<file path="config.mk">
export PLATFORM = sky130hd
export DESIGN_NAME = smc_standby_ctrl
export DESIGN_NICKNAME = d
export VERILOG_FILES = /design/src/rtl/smc_pkg.sv /design/src/rtl/smc_standby_ctrl.sv
export SDC_FILE = /design/constraint.sdc
export NUM_CORES = 1
export LEC_CHECK = 0
export BUFFER_PORTS_ARGS = -buffer_cell sky130_fd_sc_hd__buf_2
export CORE_AREA = 5 5 111 87
export DETAILED_ROUTE_END_ITERATION = 10
export DIE_AREA = 0 0 116 92
export PLACE_DENSITY_LB_ADDON = 0.08
export SYNTH_ARGS = -nofsm -noshare
export SYNTH_HDL_FRONTEND = slang
export SYNTH_SLANG_ARGS = --single-unit
</file>
<file path="constraint.sdc">
create_clock -name mclk -period 2 [get_ports mclk]
set_input_delay 0.2 -clock mclk [delete_from_list [all_inputs] [get_ports mclk]]
set_output_delay 0.2 -clock mclk [all_outputs]
set_load 0.02 [all_outputs]
</file>
<file path="src/rtl/smc_pkg.sv">
package smc_pkg;

	localparam int CLK_MHZ = 125;

	// Register map on the plain register port
	localparam logic [7:0] SMC_REG_CTRL = 8'hf0;
	localparam logic [7:0] SMC_REG_OSC_STABILIZATION_SELECT = 8'hf4;
	localparam logic [7:0] SMC_REG_STAT = 8'hf8;

	// Control register fields
	localparam int CTRL_XTAL_BIT = 0;
	localparam int CTRL_LSO_STOP_BIT = 1;
	localparam int CTRL_ITMR_LSO_BIT = 2;
	localparam logic [2:0] CTRL_RESET = 3'h0;

	// Stabilisation select field; the cold value is undefined, take longest
	localparam logic [1:0] OSC_STABILIZATION_SELECT_RESET = 2'h3;
	localparam int STAB_C0 = 1 << 10;
	localparam int STAB_C1 = 1 << 12;
	localparam int STAB_C2 = 1 << 15;
	localparam int STAB_C3 = 1 << 17;

	// Pause after a deep standby interrupt wake (17 to 67 us, 34 typical)
	localparam int PAUSE_US = 34;
	localparam int PAUSE_CYC = PAUSE_US * CLK_MHZ;
	// Option byte read after a reset wake, least time
	localparam int OPT_US = 277;
	localparam int OPT_CYC = OPT_US * CLK_MHZ;

	// Light standby wake wait in clocks
	localparam logic [17:0] HALT_WAIT_VEC = 18'h0000c;
	localparam logic [17:0] HALT_WAIT_NXT = 18'h00004;

	// Low-speed oscillator divider for the interval timer tick
	localparam int ITMR_DIV_BITS = 7;

	typedef enum logic [2:0] {
		SMC_RUN = 3'b000,
		SMC_HALT = 3'b001,
		SMC_STOP = 3'b010,
		SMC_STAB = 3'b011,
		SMC_PAUSE = 3'b100,
		SMC_OPT = 3'b101,
		SMC_HWAIT = 3'b110
	} smc_state_t;

	typedef struct packed {
		logic itmr;
		logic lvd;
		logic ext;
	} smc_irq_t;

	typedef struct packed {
		logic cpu_clk_en;
		logic sysosc_en;
		logic periph_run;
		logic itmr_run;
		logic port_hold;
	} smc_ctl_t;

	typedef struct packed {
		logic resume_vector;
		logic resume_next;
		logic reset_proc;
	} smc_evt_t;

endpackage : smc_pkg

</file>
<file path="src/rtl/smc_standby_ctrl.sv">
// Summary of operation
// Stop instruction enters deep standby, stops clocks
// Pending unmasked request at entry exits immediately
// Immediate deep exit pauses about 34 us
// Crystal source adds selected stabilisation wait
// Port latches hold values during deep standby
// Deep standby halts timers, converter, serial unit
// Low-speed interval timer keeps counting unless stopped
// Software never pairs peripheral-clock watchdog, fixed oscillator
// Only unmasked timer, detector, external requests wake
// Interval timer wakes only on low-speed clock
// Wake with enable set runs vectored servicing
// Wake with enable clear runs next instruction
// Interrupt wake pause between 17 and 67 us
// Reset in standby ends it after stabilisation
// Reset wake pauses while option byte read
// Select codes give 2^10,2^12,2^15,2^17 cycles
// Halt instruction stops only the CPU clock
// Light wake waits 12 or 4 clocks
// Wake sequence: standby, stabilise, option byte, resume
//
// Chosen here: the address-and-strobe port and the placing of the registers.
`timescale 1ns/1ps
module smc_standby_ctrl
	import smc_pkg::*;
#(
	parameter int P_PAUSE_CYC = PAUSE_CYC,
	parameter int P_OPT_CYC = OPT_CYC,
	parameter int P_STAB_C0 = STAB_C0,
	parameter int P_STAB_C1 = STAB_C1,
	parameter int P_STAB_C2 = STAB_C2,
	parameter int P_STAB_C3 = STAB_C3
) (
	input wire logic mclk,
	input wire logic rst,
	input wire logic [7:0] reg_addr,
	input wire logic [7:0] reg_wdata,
	input wire logic reg_wr,
	input wire logic reg_rd,
	output logic [7:0] reg_rdata,
	input wire logic cpu_stop_exec,
	input wire logic cpu_halt_exec,
	input wire logic standby_reset_req,
	input wire smc_irq_t int_req,
	input wire smc_irq_t interrupt_mask_flag,
	input wire logic interrupt_enable_flag,
	input wire logic low_speed_osc_clk,
	output smc_ctl_t ctl,
	output smc_evt_t evt,
	output logic itmr_tick,
	output smc_state_t state
);

	typedef struct packed {
		smc_state_t st;
		logic [17:0] cnt;
		logic rst_path;
		logic [2:0] ctrl;
		logic [1:0] osc_stabilization_select;
		logic [2:0] lso_sync;
		logic lso_lvl;
		logic [ITMR_DIV_BITS-1:0] lso_div;
		logic tick;
		smc_ctl_t ctl;
		smc_evt_t evt;
		logic [7:0] rdata;
	} smc_regs_t;

	localparam smc_regs_t REGS_RESET = '{
		st: SMC_RUN,
		cnt: 18'h00000,
		rst_path: 1'b0,
		ctrl: CTRL_RESET,
		osc_stabilization_select: OSC_STABILIZATION_SELECT_RESET,
		lso_sync: 3'h0,
		lso_lvl: 1'b0,
		lso_div: '0,
		tick: 1'b0,
		ctl: '{cpu_clk_en: 1'b1, sysosc_en: 1'b1, periph_run: 1'b1,
			itmr_run: 1'b1, port_hold: 1'b0},
		evt: '0,
		rdata: 8'h00
	};

	smc_regs_t r_q;
	smc_regs_t r_d;

	logic itmr_src_ok;
	logic wake_pend;
	logic [17:0] stab_cyc;

	// Counts above the counter width would silently wrap, so cast here
	always_comb begin
		case (r_q.osc_stabilization_select)
			2'h0: stab_cyc = 18'(P_STAB_C0 - 1);
			2'h1: stab_cyc = 18'(P_STAB_C1 - 1);
			2'h2: stab_cyc = 18'(P_STAB_C2 - 1);
			default: stab_cyc = 18'(P_STAB_C3 - 1);
		endcase
	end

	// Timer only counts as a source when fed from the running slow clock
	assign itmr_src_ok = r_q.ctrl[CTRL_ITMR_LSO_BIT] &
		~r_q.ctrl[CTRL_LSO_STOP_BIT];
	assign wake_pend = (int_req.itmr & ~interrupt_mask_flag.itmr &
		itmr_src_ok) |
		(int_req.lvd & ~interrupt_mask_flag.lvd) |
		(int_req.ext & ~interrupt_mask_flag.ext);

	always_comb begin
		logic lso_edge;
		logic deep;
		lso_edge = 1'b0;
		deep = 1'b0;
		r_d = r_q;
		r_d.evt = '0;
		r_d.tick = 1'b0;

		// Slow clock arrives from another domain: three flops, agree on 2 and 3
		r_d.lso_sync = {r_q.lso_sync[1:0], low_speed_osc_clk};
		if (r_q.lso_sync[2] == r_q.lso_sync[1]) begin
			r_d.lso_lvl = r_q.lso_sync[2];
		end
		lso_edge = r_d.lso_lvl & ~r_q.lso_lvl;

		// Interval timer prescaler runs through deep standby
		if (lso_edge && itmr_src_ok) begin
			r_d.lso_div = r_q.lso_div + 1'b1;
			r_d.tick = &r_q.lso_div;
		end

		if (reg_wr) begin
			if (reg_addr == SMC_REG_CTRL) begin
				r_d.ctrl = reg_wdata[2:0];
			end else if (reg_addr == SMC_REG_OSC_STABILIZATION_SELECT) begin
				r_d.osc_stabilization_select = reg_wdata[1:0];
			end
		end

		r_d.rdata = 8'h00;
		if (reg_rd) begin
			if (reg_addr == SMC_REG_CTRL) begin
				r_d.rdata = {5'h00, r_q.ctrl};
			end else if (reg_addr == SMC_REG_OSC_STABILIZATION_SELECT) begin
				r_d.rdata = {6'h00, r_q.osc_stabilization_select};
			end else if (reg_addr == SMC_REG_STAT) begin
				r_d.rdata = {3'h0, r_q.lso_lvl, r_q.rst_path, r_q.st};
			end
		end

		if (r_q.cnt != 18'h00000) begin
			r_d.cnt = r_q.cnt - 1'b1;
		end

		case (r_q.st)
			SMC_RUN: begin
				if (standby_reset_req) begin
					r_d.rst_path = 1'b1;
					r_d.cnt = 18'(P_OPT_CYC - 1);
					r_d.st = SMC_OPT;
				end else if (cpu_stop_exec) begin
					r_d.rst_path = 1'b0;
					r_d.st = SMC_STOP;
				end else if (cpu_halt_exec) begin
					r_d.st = SMC_HALT;
				end
			end
			SMC_HALT: begin
				if (standby_reset_req) begin
					r_d.rst_path = 1'b1;
					r_d.cnt = 18'(P_OPT_CYC - 1);
					r_d.st = SMC_OPT;
				end else if (wake_pend) begin
					r_d.cnt = interrupt_enable_flag ? HALT_WAIT_VEC - 1'b1 :
						HALT_WAIT_NXT - 1'b1;
					r_d.st = SMC_HWAIT;
				end
			end
			SMC_HWAIT: begin
				if (r_q.cnt == 18'h00000) begin
					r_d.evt.resume_vector = interrupt_enable_flag;
					r_d.evt.resume_next = ~interrupt_enable_flag;
					r_d.st = SMC_RUN;
				end
			end
			SMC_STOP: begin
				// A request already pending on entry leaves at once
				if (standby_reset_req || wake_pend) begin
					r_d.rst_path = standby_reset_req;
					if (r_q.ctrl[CTRL_XTAL_BIT]) begin
						r_d.cnt = stab_cyc;
						r_d.st = SMC_STAB;
					end else if (standby_reset_req) begin
						r_d.cnt = 18'(P_OPT_CYC - 1);
						r_d.st = SMC_OPT;
					end else begin
						r_d.cnt = 18'(P_PAUSE_CYC - 1);
						r_d.st = SMC_PAUSE;
					end
				end
			end
			SMC_STAB: begin
				if (r_q.cnt == 18'h00000) begin
					// A reset landing on the last count must not be lost
					if (r_q.rst_path || standby_reset_req) begin
						r_d.cnt = 18'(P_OPT_CYC - 1);
						r_d.st = SMC_OPT;
					end else begin
						r_d.cnt = 18'(P_PAUSE_CYC - 1);
						r_d.st = SMC_PAUSE;
					end
				end else if (standby_reset_req) begin
					r_d.rst_path = 1'b1;
				end
			end
			SMC_PAUSE: begin
				if (standby_reset_req) begin
					r_d.rst_path = 1'b1;
					r_d.cnt = 18'(P_OPT_CYC - 1);
					r_d.st = SMC_OPT;
				end else if (r_q.cnt == 18'h00000) begin
					r_d.evt.resume_vector = interrupt_enable_flag;
					r_d.evt.resume_next = ~interrupt_enable_flag;
					r_d.st = SMC_RUN;
				end
			end
			SMC_OPT: begin
				if (r_q.cnt == 18'h00000) begin
					r_d.evt.reset_proc = 1'b1;
					r_d.rst_path = 1'b0;
					r_d.st = SMC_RUN;
				end
			end
			default: begin
				r_d.st = SMC_RUN;
			end
		endcase

		// Outputs follow the next state so they change with it, not after
		deep = (r_d.st == SMC_STOP) || (r_d.st == SMC_STAB) ||
			(r_d.st == SMC_PAUSE);
		r_d.ctl.cpu_clk_en = (r_d.st == SMC_RUN);
		r_d.ctl.sysosc_en = (r_d.st != SMC_STOP);
		r_d.ctl.periph_run = ~deep;
		r_d.ctl.itmr_run = ~deep | itmr_src_ok;
		r_d.ctl.port_hold = deep;
	end

	always_ff @(posedge mclk or posedge rst) begin
		if (rst) begin
			r_q <= REGS_RESET;
		end else begin
			r_q <= r_d;
		end
	end

	assign reg_rdata = r_q.rdata;
	assign ctl = r_q.ctl;
	assign evt = r_q.evt;
	assign itmr_tick = r_q.tick;
	assign state = r_q.st;

endmodule : smc_standby_ctrl

</file>
==> run summary, run 1 <==
status -> complete, but fails checks
violated checks -> negative setup slack
post-layout util -> 0.501
post-synthesis mux area share -> 0.0333
cell row count -> 29
Clock Latency Late Sink -> 0.29 ns
Post-Layout Cell Count -> 540
fmax -> 498 MHz
Synth Area in Simple Gates -> 0.252
CP required -> 2.18 ns
Hold Slack -> 0.0109 ns
post-synthesis async set-or-reset flop share -> 1.00
largest area contributor in the netlist -> dfrtp_1
DR WL/cell -> 16.4 µm
Clock Sinks -> 52
CP max FO -> 3
Antenna Nets Post-Route -> 0
initial antenna violation count -> 0
worst slack at placement -> -0.0634 ns
gr ovfl total -> 0
Root Driver -> clkbuf_16
EDFF count, synth -> 0
Final nets -> 465
Layout fillers -> 791
Synth Area in XOR/XNOR -> 0.0455
HP Class -> input pin to register
headroom to the max-slew limit -> 0.592
Avg Inst Size Synth -> 9.46 µm²
CTS max path bufs -> 2
Synth Area in Adders -> 0.0180
DRC violations left -> 0
Worst-path clk slew -> 0.07 ns
unrepaired setup endpoints after global routing -> yes
vias -> 2,902
TritonCTS clock tree -> built
combinational family with the most area after synthesis -> simple AND/OR/NAND/NOR gates
Synth cell types -> 69
pwr dens -> 1200 nW/µm²
top-area cell type share of the netlist area -> 0.352
final hold vios -> 0
vias in the first global route -> 2,778
max cap viols -> 0
most instantiated cells after synthesis -> dfrtp_1 (46), nor2_1 (26), a21oi_1 (22), buf_4 (19), nand2_1 (19)
die area -> 10,700 µm²
Final GP Congestion -> 0.874
final instance area -> 4180 µm²
Layout area overhead -> 27.8%
drt pass-1 iters -> 6
first-pass GRT wire length -> 14,400 µm
synthesized cell area -> 3270 µm²
Placed Instance Area -> 3860 µm²
largest net degree at the start of global routing -> 29
Synth Warn # -> 0
Clock H-tree levels -> 2
Starting Density -> 0.392
post-DP HPWL -> 6730 µm
PortBufs -> 42
Slew @ Worst Pin -> 0.611 ns
cell with the most instances after synthesis -> dfrtp_1
register bit count reported by yosys -> 52
Leak -> 0.00185 µW
critical path startpoint category -> register
Final Critical Period -> 2.01 ns
CP Capture Type -> register
die width -> 116 µm
Layout Skew -> 0.00330 ns
crit path DAT -> 2.18 ns
ant diodes -> 0
Primary FF master, synth -> dfrtp_1
layout cells sized above 1 -> 0.417
ratio of final minimum period to clock period -> 1.00
final WL -> 8850 µm
chip height -> 92 µm
Max Slew Vio Count -> 0
placed cells -> 524
peak supply drop -> 0.543 mV
Compound-Gate Fraction of Synth Area -> 0.173
gr usage total -> 0.168
TritonCTS Buffers -> 5
kind of critical path -> register to register
I/O Pins -> 51
R2R setup slack -> -0.006 ns
Final Setup Violations -> 1
cells after synthesis -> 346
Std-Cell Core Area -> 8350 µm²
fin worst setup slack -> -0.00612 ns
Synth area leaders -> dfrtp_1 (35%), dfstp_2 (4.8%), buf_4 (4.4%), a21oi_1 (3.4%), nor2_1 (3.0%)
Vias/cell -> 5.37
post-synthesis sequential area ratio -> 0.400
initial drt markers -> 235
## per-layer routing
metal	wire (µm)	vias to the layer above	track usage	share of wire
met1	4570	1386	0.269	0.52
met5	0	-	0	0
met3	593	10	0.0368	0.067
met2	3610	114	0.229	0.41
li1	-	1392	-	-
met4	75	0	0.0348	0.0085
## critical path, cell delays in order (launching register included)
cell	delay (ns)
dfrtp_1	0.39
inv_2	0.08
ha_4	0.14
nor4b_4	0.30
and2_4	0.23
nand3_2	0.07
a32o_2	0.28
nor3b_2	0.18
or2_1	0.24
## state kept, by name, indices dropped and copies added (netlist names)
| signal | cells |
|---|---|
| itmr_tick | 1 |
| r_d | 2 |
| r_q | 33 |
| reg_rdata | 5 |
| evt | 3 |
| state | 3 |
| ctl | 5 |
## layout by cell type, fill, tap and decap left out, types with 7 or more instances in the layout
cell type  count
nor2_1        26
buf_2         42
o21ai_0       11
mux2_2         7
nand3_1       14
nand2_1       19
xor2_1         7
o21ai_1        9
dfrtp_1       46
nor3_1        12
buf_4         67
a21oi_1       19
xnor2_1        9
## cell families (layout without fill, tap and decap cells)
group / count (synthesis) / after routing
and+or+nand+nor: 134 / 134
AOI/OAI and AO/OA: 84 / 84
DFF: 52 / 52
buffers and inverters: 43 / 127
xor gates and xnor gates: 17 / 17
muxes: 10 / 10
adders and majority gates: 5 / 5
other: 1 / 3
## report_power, final
part / leakage [µW] / switching, µW / total, µW / internal [µW]
logic: 0.00112 / 1430 / 2680 / 1240
clock network: 0.0000736 / 386 / 848 / 462
registers: 0.000656 / 208 / 1480 / 1270
total: 0.00185 / 2030 / 5000 / 2970
## timing repair
item / in CTS / in global routing
setup endpoints to repair: 12 / 20
gates cloned: 0 / 0
pin swaps: 8 / 12
hold buffers: 1 / 0
hold endpoints to repair: 1 / 0
gates resized for setup: 11 / 23
buffers inserted: 3 / 4
## stage by stage
step / power (µW) / TNS, ns
floorplan: 3020 / 0
global placement: 3930 / -0.121
detailed placement: 3940 / -0.233
CTS: 4890 / -0.0466
global route: 5330 / -0.744
finish: 5000 / -0.00612
## layout make-up
type	count	area, µm²	share of cell area
Multi-Input combinational cell	253	1820	0.436
Sequential cell	52	1310	0.313
Timing Repair Buffer	112	746	0.178
Tap cell	108	135	0.0323
Clock buffer	5	125	0.0299
Inverter	7	26.3	0.00628
Clock inverter	3	18.8	0.00449
## path summary, 6_finish.rpt
kind,startpoint,to,cells after the start
min in group asynchronous,rst,state[2],3
max reg2reg,r_q[34],ctl[0],8
min reg2reg,r_d[26],r_d[27],0
max,r_q[34],ctl[0],8
min,low_speed_osc_clk,r_d[26],1
max in group asynchronous,rst,r_q[29],4
No activity file was read; power rests on OpenSTA's default activity.
==> run 2: changes to the inputs <==
ABC_AREA = 1   (was default)
CELL_PAD_IN_SITES_DETAIL_PLACEMENT = 1   (was default)
CELL_PAD_IN_SITES_GLOBAL_PLACEMENT = 2   (was default)
CORE_AREA = 5 5 129 101   (was 5 5 111 87)
DIE_AREA = 0 0 134 106   (was 0 0 116 92)
==> run summary, run 2 <==
worst r2r path cells -> 9 (+1)
kind of critical path -> register to register
ratio of final minimum period to clock period -> 0.937 (-0.0657)
Antenna Nets Post-Route -> 0 (unchanged)
Root Driver -> clkbuf_16
gr usage total -> 0.157 (-0.0110)
layout cells sized above 1 -> 0.232 (-0.184)
max reg flops -> 33 (unchanged)
cells after synthesis -> 448 (+29%)
synthesized cell area -> 3270 µm² (unchanged)
R2R Path Start -> r_q[45]
fmax -> 533 MHz (+7.0%)
PortBufs -> 42 (unchanged)
r2r endpoint -> r_q[46]
die width -> 134 µm (+16%)
post-synthesis sequential area ratio -> 0.400 (unchanged)
Starting Density -> 0.278 (-0.114)
vias -> 3,058 (+5.4%)
Synth area leaders -> dfrtp_1 (35%), nand2_1 (11%), nor2_1 (7.9%), inv_1 (6.3%), dfstp_2 (4.8%)
top-area cell type share of the netlist area -> 0.352 (unchanged)
pwr dens -> 1180 nW/µm² (-0.93%)
hold path depth -> 2 (+1)
crit path DAT -> 2.05 ns (-0.13 ns)
Final GP Congestion -> 0.817 (-6.5%)
placed cells -> 650 (+24%)
max cap viols -> 0 (unchanged)
largest net degree at the start of global routing -> 21 (-28%)
Layout Skew -> 0.00617 ns (+0.00287 ns)
Leak -> 0.00205 µW (+11%)
status -> complete, no violations
initial antenna violation count -> 0 (unchanged)
initial drt markers -> 157 (-33%)
die area -> 14,200 µm² (+33%)
Final nets -> 545 (+17%)
cell with the most instances after synthesis -> nand2_1
Vias/cell -> 4.63 (-14%)
hold path endpoint -> evt[1]
EDFF count, synth -> 0 (unchanged)
gr ovfl total -> 0 (unchanged)
Primary FF master, synth -> dfrtp_1
DRC violations left -> 0 (unchanged)
drt pass-1 iters -> 4 (-2)
Layout area overhead -> 20.4%
Clock Sinks -> 52 (unchanged)
commonest non-fill, non-tap cell in the layout -> nand2_1
Synth cell types -> 35 (-49%)
Final Critical Period -> 1.87 ns (-0.131 ns)
post-DP HPWL -> 8550 µm (+27%)
Synth Warn # -> 0 (unchanged)
vias in the first global route -> 3,237 (+17%)
postcts setup bufs -> 0 (-3)
first-pass GRT wire length -> 17,600 µm (+22%)
largest area contributor in the netlist -> dfrtp_1
min-delay src -> interrupt_enable_flag
Clock Latency Late Sink -> 0.30 ns (about the same)
CTS max path bufs -> 2 (unchanged)
HP Class -> input pin to register
post-synthesis async set-or-reset flop share -> 1.00 (unchanged)
Clock H-tree levels -> 2 (unchanged)
CP required -> 2.18 ns (about the same)
DR WL/cell -> 16.2 µm (-1.4%)
peak supply drop -> 0.356 mV (-34%)
setup TNS -> 0 ns (+0.00612 ns)
Largest Register -> r_q
cell row count -> 35 (+21%)
final hold vios -> 0 (unchanged)
I/O Pins -> 51 (unchanged)
Layout fillers -> 1,461 (+85%)
chip height -> 106 µm (+15%)
register bit count reported by yosys -> 52 (unchanged)
Post-Layout Cell Count -> 660 (+22%)
CP max FO -> 4 (+1)
TritonCTS Buffers -> 5 (unchanged)
R2R setup slack -> 0.13 ns (+0.13 ns)
critical path startpoint category -> register
Max Slew Vio Count -> 0 (unchanged)
final WL -> 10,700 µm (+21%)
ant diodes -> 0 (unchanged)
Worst-path clk slew -> 0.08 ns (about the same)
most instantiated cells after synthesis -> nand2_1 (96), nor2_1 (69), inv_1 (55), dfrtp_1 (46), nand3_1 (26)
CP Capture Type -> register
Avg Inst Size Synth -> 7.31 µm² (-23%)
Std-Cell Core Area -> 11,800 µm² (+41%)
TritonCTS clock tree -> built
most frequent cells in the layout -> nand2_1 (94), nor2_1 (67), inv_1 (54)
Final Setup Violations -> 0 (-1)
[run 2: cell types whose count changed after synthesis, moves of 6 or more]
cell,change
nand2_1,+77
inv_1,+49
nor2_1,+43
nand3_1,+12
nand4_1,+11
clkbuf_1,-8
mux2_2,-7
and3_1,-6
nor3_1,-6
o21ai_0,+6
[run 2: logic make-up (layout without fill, tap and decap cells)]
kind of cell             Yosys count  in the layout  share of synthesized area
other                              1              3                    0.00115
adder cells (fa/ha/maj)            4              4                     0.0145
AO/OA/AOI/OAI                     57             57                     0.0937
flip-flops                        52             52                      0.400
AND/OR/NAND/NOR                  234            234                      0.325
buffers and inverters             84            146                      0.123
XOR/XNOR                          16             16                     0.0428
[run 2: stage by stage]
stage / power [µW] / worst slack (ns) / utilization / area [µm²] / hold WS [ns]
final: 4670 / 0.125 / 0.334 / 3940 / 0.0839
after global routing: 5060 / -0.00790 / 0.334 / 3940 / 0.0891
after CTS: 4720 / 0.0958 / 0.333 / 3920 / 0.0819
after detailed placement: 3730 / 0.114 / 0.318 / 3750 / 0.224
after global placement: 3710 / 0.151 / 0.318 / 3750 / 0.220
after floorplan: 2980 / 0.391 / - / 3280 / 0.231
[run 2: routing by layer]
metal | global-route usage | vias to the layer above | wire length [µm]
met2 | 0.240 | 42 | 4590
met5 | 0 | - | 0
met4 | 0.0220 | 0 | 51
met1 | 0.237 | 1475 | 5670
met3 | 0.0279 | 4 | 356
li1 | - | 1537 | -
[run 2: cell type report]
type,count,area [µm²],area share
inverter,62,234,0.0594
tap,148,185,0.0470
clock inverter,3,27.5,0.00699
sequential,52,1310,0.332
multi-input combinational,314,1590,0.403
timing repair buffer,76,470,0.119
clock buffer,5,125,0.0318
[run 2: how the worst max path moves through the flow]
stage | startpoint | end | slack, ns | depth (start not counted)
4_1_cts | r_q[35] | r_q[47] | 0.1 | 9
2_1_floorplan | r_q[34] | ctl[1] | 0.39 | 12
5_1_grt | r_q[35] | r_q[43] | -0.008 | 10
3_3_place_gp | r_q[34] | r_q[47] | 0.15 | 9
6_report | r_q[45] | r_q[46] | 0.13 | 9
3_5_place_dp | r_q[35] | r_q[47] | 0.11 | 9
[run 2: power by group]
| part | switching (µW) | leakage (µW) | internal (µW) |
|---|---|---|---|
| sequential | 184 | 0.000648 | 1290 |
| clock | 471 | 0.0000719 | 478 |
| combinational | 1450 | 0.00133 | 793 |
[run 2: worst max-delay path, stage by stage, from the launching register on]
cell and delay (ns):
dfrtp_1 0.42, nor2_1 0.20, nand2_2 0.11, nor2_4 0.16, buf_4 0.15, nand3_1 0.12
nand2_1 0.19, nor2_1 0.08, xnor2_1 0.19, o21ai_0 0.12
[run 2: timing repair]
| item | in CTS | in global routing |
|---|---|---|
| endpoints found under the setup margin | 0 | 13 |
| hold buffers | 2 | 0 |
| hold endpoints to repair | 19 | 0 |
| gates resized for setup | 0 | 6 |
==> run 3: changes to the inputs <==
ABC_AREA = 0   (was 1)
CORE_AREA = 5 5 123 96   (was 5 5 129 101)
DIE_AREA = 0 0 128 101   (was 0 0 134 106)
==> run summary, run 3 (synthesized netlist as in run 1, its figures left out) <==
status -> complete, but fails checks
violated checks -> negative setup slack
largest net degree at the start of global routing -> 21 (unchanged)
Std-Cell Core Area -> 10,600 µm² (-10%)
Starting Density -> 0.310 (+0.0318)
Layout fillers -> 1,230 (-16%)
chip height -> 101 µm (-4.7%)
Leak -> 0.00193 µW (-5.8%)
commonest non-fill, non-tap cell in the layout -> buf_4
drt pass-1 iters -> 4 (unchanged)
unrepaired setup endpoints after global routing -> yes
TritonCTS Buffers -> 5 (unchanged)
HP Class -> input pin to register
crit path DAT -> 2.25 ns (+0.20 ns)
Vias/cell -> 5.00 (+7.8%)
Clock Latency Late Sink -> 0.30 ns (about the same)
CP required -> 2.19 ns (about the same)
ratio of final minimum period to clock period -> 1.03 (+0.0936)
CTS max path bufs -> 2 (unchanged)
gr ovfl total -> 0 (unchanged)
Max stage delay on crit path -> 0.40 ns (-0.02 ns)
layout cells sized above 1 -> 0.449 (+0.217)
kind of critical path -> register to register
Pwr Total -> 5450 µW (+17%)
max reg flops -> 33 (unchanged)
die area -> 12,900 µm² (-9.0%)
DRC violations left -> 0 (unchanged)
Layout area overhead -> 36.5%
Final GP Congestion -> 0.796 (-2.6%)
post-DP HPWL -> 8100 µm (-5.3%)
first-pass GRT wire length -> 16,700 µm (-5.3%)
I/O Pins -> 51 (unchanged)
register area -> 1310 µm² (unchanged)
Clock Sinks -> 52 (unchanged)
peak supply drop -> 0.518 mV (+45%)
Final nets -> 476 (-13%)
Worst-path clk slew -> 0.07 ns (about the same)
max cap viols -> 0 (unchanged)
CP max stage cell -> dfrtp_1
gr usage total -> 0.165 (+0.00759)
cell row count -> 33 (-5.7%)
Layout Skew -> 0.00706 ns (+0.000888 ns)
Final Setup Violations -> 1 (+1)
CP max FO -> 5 (+1)
Root Driver -> clkbuf_16
vias -> 2,913 (-4.7%)
TritonCTS clock tree -> built
final hold vios -> 0 (unchanged)
DR WL/cell -> 17.9 µm (+11%)
vias in the first global route -> 3,057 (-5.6%)
critical path, cell by cell -> inv_2, ha_4, nor4b_4, nand4b_4, nor2_4, buf_6, o311ai_4, nor2b_4, or2_1
Max Slew Vio Count -> 0 (unchanged)
CP Capture Type -> register
area of the multi-input gates -> 1960 µm² (+23%)
pwr dens -> 1220 nW/µm² (+3.0%)
ant diodes -> 0 (unchanged)
Largest Register -> r_q
Clock H-tree levels -> 2 (unchanged)
critical path startpoint category -> register
initial antenna violation count -> 0 (unchanged)
most frequent cells in the layout -> buf_4 (73), dfrtp_1 (46), buf_2 (42)
Final Critical Period -> 2.06 ns (+0.187 ns)
PortBufs -> 42 (unchanged)
Hold Slack -> 0.106 ns (+0.0220 ns)
final WL -> 10,400 µm (-2.3%)
Antenna Nets Post-Route -> 0 (unchanged)
fin worst setup slack -> -0.0618 ns (-0.187 ns)
initial drt markers -> 114 (-27%)
die width -> 128 µm (-4.5%)
fmax -> 485 MHz (-9.1%)
-- run 3: changes by cell type in the layout (fill, tap and decap cells not counted), moves of 7 or more --
cell and change:
nand3_1 -11, nand4_1 -11, o21ai_0 -10, mux2_2 +7, nor2_1 -42, buf_4 +41, nand2_1 -75, inv_1 -51
-- run 3: what timing repair did --
| item | in CTS | in global routing |
|---|---|---|
| buffers inserted | 7 | 5 |
| pin swaps | 17 | 18 |
| hold buffers | 2 | 0 |
| hold endpoints to repair | 17 | 0 |
| setup endpoints to repair | 19 | 22 |
| cloned | 0 | 0 |
| resized for setup | 32 | 25 |
-- run 3: worst paths after layout --
kind | startpoint | to | slack, ns | depth (start not counted)
worst max-delay path | r_q[34] | ctl[0] | -0.06 | 9
max in group asynchronous | rst | ctl[1] | 0.92 | 4
min in group asynchronous | rst | reg_rdata[1] | 0.43 | 3
worst max register to register | r_q[34] | ctl[0] | -0.06 | 9
worst min register to register | r_d[26] | r_d[27] | 0.36 | 0
worst min-delay path | interrupt_enable_flag | evt[1] | 0.11 | 2
-- run 3: layout make-up --
class	count	share of cell area
clock inverters	3	0.00616
flip-flops and latches	52	0.293
well taps	140	0.0392
repair buffers	123	0.189
inverters	7	0.00588
clock buffers	5	0.0280
multi-input cells	253	0.438
-- run 3: routing by layer --
layer	track usage	wire [µm]
met1	0.242	5360
met2	0.253	4640
met3	0.0286	315
met4	0.0392	99
met5	0	0
-- run 3: critical path, delay by kind of cell (launching register included) --
family / cells / cell delay [ns]
simple gates: 5 / 1.07
flops: 1 / 0.40
buf+inv: 2 / 0.24
fa+ha+maj: 1 / 0.13
compound gates: 1 / 0.11
-- run 3: stage by stage --
step	util	TNS (ns)	setup WS, ns	cells	instance area (µm²)
3_3_place_gp	0.374	-0.812	-0.116	563	3960
6_report	0.423	-0.0618	-0.0618	583	4470
5_1_grt	0.423	-2.05	-0.185	583	4470
4_1_cts	0.407	-0.107	-0.0649	579	4310
3_5_place_dp	0.374	-1.61	-0.174	563	3960
2_1_floorplan	-	0	0.0528	348	3280
-- run 3: power breakdown --
group	total [µW]	internal [µW]	switching, µW
logic	3060	1450	1610
registers	1480	1270	212
clock network	909	476	433
